`config.mk`:
```
export PLATFORM = sky130hd
export DESIGN_NAME = cowc_top
export DESIGN_NICKNAME = d
export VERILOG_FILES = /design/src/common/cowc_pkg.sv /design/src/design/cowc_wb_slave.sv /design/src/design/cowc_chan_out.sv /design/src/design/cowc_top.sv
export VERILOG_INCLUDE_DIRS = /design/src /design/src/common
export SDC_FILE = /design/constraint.sdc
export NUM_CORES = 1
export LEC_CHECK = 0
export BUFFER_PORTS_ARGS = -buffer_cell sky130_fd_sc_hd__buf_2
export CORE_MARGIN = 3
export CORE_UTILIZATION = 38
export DETAILED_ROUTE_END_ITERATION = 10
export GPL_ROUTABILITY_DRIVEN = 0
export GPL_TIMING_DRIVEN = 0
export PLACE_DENSITY = 0.76
export SETUP_SLACK_MARGIN = 0.15
export SYNTH_ARGS = -nofsm -noshare
export SYNTH_HDL_FRONTEND = slang
export SYNTH_SLANG_ARGS = --single-unit
```
`constraint.sdc`:
```
create_clock -name sys_clk_i -period 1.45 [get_ports sys_clk_i]
set_input_delay 0.145 -clock sys_clk_i [delete_from_list [all_inputs] [get_ports sys_clk_i]]
set_output_delay 0.145 -clock sys_clk_i [all_outputs]
set_load 0.01 [all_outputs]
```
`src/common/cowc_consts.svh`:
```
// register offsets, field positions, reset values and mode codes of the
// compare output and waveform control block; assumes nothing else.
`ifndef COWC_CONSTS_SVH
`define COWC_CONSTS_SVH

// byte addresses on the register bus
`define COWC_OFF_CTRL 8'h90
`define COWC_OFF_HIGH 8'h94
`define COWC_OFF_STAT 8'h98

// output wave control fields
`define COWC_A_MODE_MSB 7
`define COWC_A_MODE_LSB 6
`define COWC_B_MODE_MSB 5
`define COWC_B_MODE_LSB 4
`define COWC_RESV_MSB 3
`define COWC_RESV_LSB 2
`define COWC_WAVE_LO_MSB 1
`define COWC_WAVE_LO_LSB 0

// second control fields (high wave mode bits)
`define COWC_WAVE_HI_MSB 4
`define COWC_WAVE_HI_LSB 3

// status fields
`define COWC_ST_PIN_A 0
`define COWC_ST_PIN_B 1
`define COWC_ST_OVR_A 2
`define COWC_ST_OVR_B 3
`define COWC_ST_CLS_MSB 6
`define COWC_ST_CLS_LSB 4

// reset values
`define COWC_MODE_RST 2'h0
`define COWC_WAVE_RST 2'h0
`define COWC_PIN_RST 1'h0

// wave mode codes
`define COWC_WGM_PC8 4'h1
`define COWC_WGM_PC9 4'h2
`define COWC_WGM_PC10 4'h3
`define COWC_WGM_FAST8 4'h5
`define COWC_WGM_FAST9 4'h6
`define COWC_WGM_FAST10 4'h7
`define COWC_WGM_PFC_ICR 4'h8
`define COWC_WGM_PFC_OCR 4'h9
`define COWC_WGM_PC_ICR 4'hA
`define COWC_WGM_PC_OCR 4'hB
`define COWC_WGM_FAST_ICR 4'hE
`define COWC_WGM_FAST_OCR 4'hF

`endif

```
`src/common/cowc_pkg.sv`:
```
// types and mode decoding shared by the compare output block;
// assumes the constants header is on the include path.
`include "cowc_consts.svh"

package cowc_pkg;

  typedef enum logic [2:0] {
    COWC_CLS_NONPWM = 3'h1,
    COWC_CLS_FAST = 3'h2,
    COWC_CLS_PHASE = 3'h4
  } cowc_wave_class_t;

  typedef enum logic [1:0] {
    COWC_OM_OFF = 2'h0,
    COWC_OM_TOGGLE = 2'h1,
    COWC_OM_CLEAR = 2'h2,
    COWC_OM_SET = 2'h3
  } cowc_out_mode_t;

  function automatic cowc_wave_class_t cowc_classify(input logic [3:0] wm);
    case (wm)
      `COWC_WGM_FAST8, `COWC_WGM_FAST9, `COWC_WGM_FAST10,
      `COWC_WGM_FAST_ICR, `COWC_WGM_FAST_OCR: return COWC_CLS_FAST;
      `COWC_WGM_PC8, `COWC_WGM_PC9, `COWC_WGM_PC10, `COWC_WGM_PFC_ICR,
      `COWC_WGM_PFC_OCR, `COWC_WGM_PC_ICR, `COWC_WGM_PC_OCR: return COWC_CLS_PHASE;
      default: return COWC_CLS_NONPWM;
    endcase
  endfunction

  // modes in which toggle on match drives channel a in the pwm families
  function automatic logic cowc_toggle_ok(input logic [3:0] wm);
    return (wm == `COWC_WGM_FAST_ICR) || (wm == `COWC_WGM_FAST_OCR) ||
           (wm == `COWC_WGM_PFC_OCR) || (wm == `COWC_WGM_PC_OCR);
  endfunction

endpackage

```
`src/design/cowc_wb_slave.sv`:
```
// classic wishbone slave front end of the compare output block;
// assumes a master that holds its request until it sees ack.
`timescale 1ns/100ps
`include "cowc_consts.svh"

module cowc_wb_slave (
  // clock and reset
  input wire logic sys_clk_i,
  input wire logic rst_b_i,
  // wishbone
  input wire logic wb_cyc_i,
  input wire logic wb_stb_i,
  input wire logic wb_we_i,
  input wire logic [3:0] wb_sel_i,
  output logic [31:0] wb_dat_o,
  output logic wb_ack_o,
  // register file side
  input wire logic [31:0] rd_data_i,
  output logic wr_en_o
);

  logic req;

  assign req = wb_cyc_i && wb_stb_i;
  // write lands on the edge where the master sees ack
  assign wr_en_o = req && wb_we_i && wb_ack_o && wb_sel_i[0];

  always_ff @(posedge sys_clk_i) begin
    if (!rst_b_i) begin
      wb_ack_o <= 1'h0;
    end else begin
      wb_ack_o <= req && !wb_ack_o;
    end
  end

  always_ff @(posedge sys_clk_i) begin
    if (!rst_b_i) begin
      wb_dat_o <= 32'h0;
    end else if (req && !wb_ack_o) begin
      wb_dat_o <= wb_we_i ? 32'h0 : rd_data_i;
    end
  end
endmodule // cowc_wb_slave

```
`src/design/cowc_chan_out.sv`:
```
// one compare output channel: pin level and pin takeover;
// assumes one-cycle match, bottom and top indications from the counter.
`timescale 1ns/100ps
`include "cowc_consts.svh"

module cowc_chan_out #(
  parameter bit IS_CHAN_A = 1'h1
) (
  // clock and reset
  input wire logic sys_clk_i,
  input wire logic rst_b_i,
  // configuration
  input wire logic [1:0] mode_i,
  input wire logic [3:0] wave_mode_i,
  // counter events
  input wire logic match_i,
  input wire logic at_top_i,
  input wire logic count_down_i,
  input wire logic at_bottom_i,
  // pin side
  output logic pin_o,
  output logic override_o
);

  cowc_pkg::cowc_wave_class_t cls;
  logic tog_ok;
  logic next_pin;
  logic next_override;

  assign cls = cowc_pkg::cowc_classify(wave_mode_i);
  assign tog_ok = IS_CHAN_A && cowc_pkg::cowc_toggle_ok(wave_mode_i);

  always_comb begin
    case (mode_i)
      cowc_pkg::COWC_OM_OFF: next_override = 1'h0;
      cowc_pkg::COWC_OM_TOGGLE: next_override = (cls == cowc_pkg::COWC_CLS_NONPWM) || tog_ok;
      default: next_override = 1'h1;
    endcase
  end

  always_comb begin
    next_pin = pin_o;
    case (cls)
      cowc_pkg::COWC_CLS_NONPWM: begin
        if (match_i) begin
          case (mode_i)
            cowc_pkg::COWC_OM_TOGGLE: next_pin = !pin_o;
            cowc_pkg::COWC_OM_CLEAR: next_pin = 1'h0;
            cowc_pkg::COWC_OM_SET: next_pin = 1'h1;
            default: next_pin = pin_o;
          endcase
        end
      end
      cowc_pkg::COWC_CLS_FAST: begin
        case (mode_i)
          cowc_pkg::COWC_OM_TOGGLE: if (tog_ok && match_i) next_pin = !pin_o;
          // bottom wins; a match at top is dropped
          cowc_pkg::COWC_OM_CLEAR: begin
            if (at_bottom_i) next_pin = 1'h1;
            else if (match_i && !at_top_i) next_pin = 1'h0;
          end
          cowc_pkg::COWC_OM_SET: begin
            if (at_bottom_i) next_pin = 1'h0;
            else if (match_i && !at_top_i) next_pin = 1'h1;
          end
          default: next_pin = pin_o;
        endcase
      end
      cowc_pkg::COWC_CLS_PHASE: begin
        case (mode_i)
          cowc_pkg::COWC_OM_TOGGLE: if (tog_ok && match_i) next_pin = !pin_o;
          cowc_pkg::COWC_OM_CLEAR: if (match_i) next_pin = count_down_i;
          cowc_pkg::COWC_OM_SET: if (match_i) next_pin = !count_down_i;
          default: next_pin = pin_o;
        endcase
      end
      default: next_pin = pin_o;
    endcase
  end

  always_ff @(posedge sys_clk_i) begin
    if (!rst_b_i) begin
      pin_o <= `COWC_PIN_RST;
    end else begin
      pin_o <= next_pin;
    end
  end

  always_ff @(posedge sys_clk_i) begin
    if (!rst_b_i) begin
      override_o <= 1'h0;
    end else begin
      override_o <= next_override;
    end
  end

endmodule // cowc_chan_out

```
`src/design/cowc_top.sv`:
```
// compare output and waveform control block of a 16-bit timer: control
// registers on classic wishbone, two compare output channels.
// assumes the counter supplies one-cycle match, top and bottom indications
// and a count direction level, all synchronous to sys_clk_i.
//
// Decided for this implementation: the Wishbone slave port.
`timescale 1ns/100ps
`include "cowc_consts.svh"

module cowc_top (
  // clock and reset
  input wire logic sys_clk_i,
  input wire logic rst_b_i,
  // wishbone slave
  input wire logic wb_cyc_i,
  input wire logic wb_stb_i,
  input wire logic wb_we_i,
  input wire logic [7:0] wb_adr_i,
  input wire logic [3:0] wb_sel_i,
  input wire logic [31:0] wb_dat_i,
  output logic [31:0] wb_dat_o,
  output logic wb_ack_o,
  // counter events
  input wire logic match_a_i,
  input wire logic match_b_i,
  input wire logic a_at_top_i,
  input wire logic b_at_top_i,
  input wire logic count_down_i,
  input wire logic at_bottom_i,
  // pin logic
  output logic chan_a_compare_pin_o,
  output logic chan_a_override_o,
  output logic chan_b_compare_pin_o,
  output logic chan_b_override_o,
  // to counter
  output logic [3:0] wave_mode_select_o
);

  logic [1:0] chan_a_output_mode;
  logic [1:0] chan_b_output_mode;
  logic [1:0] wave_lo;
  logic [1:0] wave_hi;
  logic [3:0] wave_mode;
  logic wr_en;
  logic [31:0] rd_data;
  cowc_pkg::cowc_wave_class_t cls;

  assign wave_mode = {wave_hi, wave_lo};
  assign wave_mode_select_o = wave_mode;
  assign cls = cowc_pkg::cowc_classify(wave_mode);

  cowc_wb_slave u_bus (
    .sys_clk_i(sys_clk_i),
    .rst_b_i(rst_b_i),
    .wb_cyc_i(wb_cyc_i),
    .wb_stb_i(wb_stb_i),
    .wb_we_i(wb_we_i),
    .wb_sel_i(wb_sel_i),
    .wb_dat_o(wb_dat_o),
    .wb_ack_o(wb_ack_o),
    .rd_data_i(rd_data),
    .wr_en_o(wr_en)
  );

  // output wave control register
  always_ff @(posedge sys_clk_i) begin
    if (!rst_b_i) begin
      chan_a_output_mode <= `COWC_MODE_RST;
      chan_b_output_mode <= `COWC_MODE_RST;
      wave_lo <= `COWC_WAVE_RST;
    end else if (wr_en && wb_adr_i == `COWC_OFF_CTRL) begin
      chan_a_output_mode <= wb_dat_i[`COWC_A_MODE_MSB:`COWC_A_MODE_LSB];
      chan_b_output_mode <= wb_dat_i[`COWC_B_MODE_MSB:`COWC_B_MODE_LSB];
      wave_lo <= wb_dat_i[`COWC_WAVE_LO_MSB:`COWC_WAVE_LO_LSB];
    end
  end

  // high wave bits of the second control register
  always_ff @(posedge sys_clk_i) begin
    if (!rst_b_i) begin
      wave_hi <= `COWC_WAVE_RST;
    end else if (wr_en && wb_adr_i == `COWC_OFF_HIGH) begin
      wave_hi <= wb_dat_i[`COWC_WAVE_HI_MSB:`COWC_WAVE_HI_LSB];
    end
  end

  // read mux; unmapped and unused bits read zero
  always_comb begin
    rd_data = 32'h0;
    case (wb_adr_i)
      `COWC_OFF_CTRL: begin
        rd_data[`COWC_A_MODE_MSB:`COWC_A_MODE_LSB] = chan_a_output_mode;
        rd_data[`COWC_B_MODE_MSB:`COWC_B_MODE_LSB] = chan_b_output_mode;
        rd_data[`COWC_WAVE_LO_MSB:`COWC_WAVE_LO_LSB] = wave_lo;
      end
      `COWC_OFF_HIGH: begin
        rd_data[`COWC_WAVE_HI_MSB:`COWC_WAVE_HI_LSB] = wave_hi;
      end
      `COWC_OFF_STAT: begin
        rd_data[`COWC_ST_PIN_A] = chan_a_compare_pin_o;
        rd_data[`COWC_ST_PIN_B] = chan_b_compare_pin_o;
        rd_data[`COWC_ST_OVR_A] = chan_a_override_o;
        rd_data[`COWC_ST_OVR_B] = chan_b_override_o;
        rd_data[`COWC_ST_CLS_MSB:`COWC_ST_CLS_LSB] = cls;
      end
      default: rd_data = 32'h0;
    endcase
  end

  cowc_chan_out #(
    .IS_CHAN_A(1'h1)
  ) u_chan_a (
    .sys_clk_i(sys_clk_i),
    .rst_b_i(rst_b_i),
    .mode_i(chan_a_output_mode),
    .wave_mode_i(wave_mode),
    .match_i(match_a_i),
    .at_top_i(a_at_top_i),
    .count_down_i(count_down_i),
    .at_bottom_i(at_bottom_i),
    .pin_o(chan_a_compare_pin_o),
    .override_o(chan_a_override_o)
  );

  cowc_chan_out #(
    .IS_CHAN_A(1'h0)
  ) u_chan_b (
    .sys_clk_i(sys_clk_i),
    .rst_b_i(rst_b_i),
    .mode_i(chan_b_output_mode),
    .wave_mode_i(wave_mode),
    .match_i(match_b_i),
    .at_top_i(b_at_top_i),
    .count_down_i(count_down_i),
    .at_bottom_i(at_bottom_i),
    .pin_o(chan_b_compare_pin_o),
    .override_o(chan_b_override_o)
  );

  logic is_nonpwm;
  logic is_fast;
  logic is_phase;
  logic [1:0] ma;
  logic [1:0] mb;

  assign is_nonpwm = (cls == cowc_pkg::COWC_CLS_NONPWM);
  assign is_fast = (cls == cowc_pkg::COWC_CLS_FAST);
  assign is_phase = (cls == cowc_pkg::COWC_CLS_PHASE);
  assign ma = chan_a_output_mode;
  assign mb = chan_b_output_mode;
endmodule // cowc_top

```
==> impl_metrics.ini <==
[outcome]
status = finished, violations left
violations = negative setup slack

[global_routing]
grt_pass1_wl_um = 6350
grt_overflow = 0
grt_pass1_vias = 1390
antenna_found_initial = 0
grt_max_degree = 13
track_usage = 0.161

[pwr]
power.switching_mw = 0.284
p_sw_frac = 0.252
comb_power_share = 0.156
leakage_nw = 1.03
p_per_area_nw_per_um2 = 495
p_total_mw = 1.13
clock_power_share = 0.338
peakVddDrop_mv = 0.383
seqPwrFrac = 0.506
power.internal_mw = 0.845

[timing]
setup_viol = 3
fmax_ghz = 0.614
finalSetupTns_ns = -0.450
worstMarginPinSlew_ns = 0.545
relSlewSlack = 0.637
fin_crit_sh = 1.12
holdWs_ns = 0.112
skew_ns = 0.00103
maxSlewViolCount = 0
fin_crit_ns = 1.63
hold_viol_final = 0
rsz0062_at_grt = true
finalWorstSetupSlack_ns = -0.179

[yosys]
yosysTopAreaCellShare = 0.278
synth.most_common_cell = buf_4
synth_area_per_cell_sq_um = 8.30
synthFlopType = dfxtp_1
synth-adder-area-share = 0.0663
yosysTopAreaCell = dfxtp_1
synth_area_sq_um = 1510
synth_edf_count = 0
synthXorXnorAreaFrac = 0
synthMuxAreaShare = 0.0795
ys_async_sr_fraction = 0
synth_cells = 182
synth_area_leaders = dfxtp_1 28%, buf_4 13%, mux2i_1 8.0%, ha_1 6.6%, nor2_1 6.0%
synth_seq_cells = 21
ys_types = 47
synth_compound_area_frac = 0.192
synth-simple-area-share = 0.221
yosysSeqAreaShare = 0.278
yosys-top-cells-count = 26 x buf_4, 24 x nor2_1, 21 x dfxtp_1, 12 x mux2i_1, 12 x nand2_1
synth_top_family_by_area = simple AND/OR/NAND/NOR gates
yosys_warnings = 0

[worst_setup_path]
cp_max_fo = 5
critPathLaunchType = flop
worstPathRequired_ns = 1.64
crit_type = flop to flop
worstPathArrival_ns = 1.82
cp-end-kind = flop

[floorplan]
die_w_um = 69.0
start_util = 0.403
die_h_um = 69.0
coreArea_sq_um = 3740
dieArea_sq_um = 4770
io_pins = 96
rows = 22

[clock_network]
insertion_delay_ns = 0.26
cts_sinks = 21
cts_root_buf = clkbuf_8
clock_path_buffers = 2
cts_tree = yes
path_clk_slew_ns = 0.07
numCtsBuffers = 3
htreeDepth = 1

[route]
ant_nets = 0
drt-vias-per-instance = 4.91
first_pass_iters = 4
finalWirelength_um = 4180
via_count = 1556
drt_iter0_drc = 87
drc_errors = 0
drt-wirelength-per-cell_um = 13.2

[min_path]
hp-class = input pin to flop

[finish]
fin_cells = 317
syn_to_final_growth_pct = 51.0
drive_above_1_share = 0.491
postLayoutCoreUtil = 0.609
design_area_sq_um = 2280
fillers = 350
num_antenna_cells = 0
fin_nets = 333

[placed_design]
detailedPlacementHpwl_um = 2820
dpl_worst_slack_ns = -0.276
place_area_sq_um = 1920
port_buffers = 42
dpl.cell_count = 295

[run]
cap_violations = 0
## cells by family (layout without fill, tap and decap cells)
logic type | count (synthesis) | count (layout)
and+or+nand+nor | 61 | 61
DFF | 21 | 21
other | 1 | 24
adders and majority gates | 8 | 8
buffers and inverters | 38 | 102
AOI/OAI and AO/OA | 41 | 41
muxes | 12 | 12
## metal layers
layer	share of wire	global-route usage	up-vias
li1	-	-	774
met1	0.40	0.201	716
met2	0.50	0.266	61
met3	0.086	0.0539	5
met4	0.0077	0.0390	0
met5	0	0	-
## power groups by stage
stage	clock, mW	combinational, mW	sequential, mW
6_report	0.382	0.176	0.571
5_1_grt	0.432	0.194	0.571
4_1_cts	0.398	0.167	0.572
3_5_place_dp	0	0.162	0.588
3_3_place_gp	0	0.162	0.588
2_1_floorplan	0	0.110	0.588
## final timing paths
| kind | startpoint | end | slack [ns] | cells past startpoint |
|---|---|---|---|---|
| max | wave_lo[0]$_SDFFE_PN0P_ | u_chan_a.pin_o$_SDFFE_PN0P_ | -0.18 | 5 |
| min | wb_dat_i[5] | chan_b_output_mode[1]$_SDFFE_PN0P_ | 0.11 | 3 |
| max reg2reg | wave_lo[0]$_SDFFE_PN0P_ | u_chan_a.pin_o$_SDFFE_PN0P_ | -0.18 | 5 |
| min reg2reg | u_chan_b.override_o$_SDFF_PN0_ | u_bus.wb_dat_o[3]$_SDFFE_PN0P_ | 0.46 | 2 |
## critical path: stages, from the launching register on
cell and delay [ns]:
dfxtp_4 0.37, or2_4 0.27, a21oi_4 0.22, a311oi_1 0.06, or4_1 0.51, mux2i_1 0.13
## flip-flops by register name, summed over array words and instances, names as in the netlist
name / flops
chan_a_output_mode: 2
chan_b_output_mode: 2
u_bus.wb_ack_o: 1
u_bus.wb_dat_o: 8
u_chan_a.override_o: 1
u_chan_a.pin_o: 1
u_chan_b.override_o: 1
u_chan_b.pin_o: 1
wave_hi: 2
wave_lo: 2
## placed cells by master, fill, tap and decap left out, drive strengths merged, types with 2 or more instances in the layout
| master | synthesis | routed |
|---|---|---|
| a211oi | 2 | 2 |
| nor4b | 2 | 2 |
| nand3 | 2 | 2 |
| mux2i | 12 | 12 |
| a22oi | 7 | 7 |
| a311oi | 2 | 2 |
| nor2b | 4 | 4 |
| conb | 1 | 24 |
| nand3b | 2 | 2 |
| nand2 | 12 | 12 |
| nand2b | 2 | 2 |
| inv | 7 | 7 |
| a21oi | 8 | 8 |
| o21ai | 8 | 8 |
| clkbuf | 3 | 7 |
| buf | 27 | 86 |
| clkinv | 1 | 2 |
| nor3b | 2 | 2 |
| ha | 8 | 8 |
| or2 | 2 | 2 |
| o21a | 3 | 3 |
| dfxtp | 21 | 21 |
| or3 | 2 | 2 |
| nor2 | 24 | 24 |
## final cells by class
cell class	instances	area, sq um	area share
multi-input cells	146	1090	0.477
repair buffers	60	385	0.169
clock inverters	1	5.00	0.00220
plain buffers	30	229	0.100
inverters	8	30.0	0.0132
flip-flops and latches	21	442	0.194
well taps	48	60.1	0.0263
clock buffers	3	41.3	0.0181
## repair_timing
action,CTS,global route
setup endpoints to repair,17,19
pin swaps,12,23
resized for setup,14,26
hold buffers,0,0
cloned,0,1
setup buffers,9,8
(Power assumes the default switching activity.)
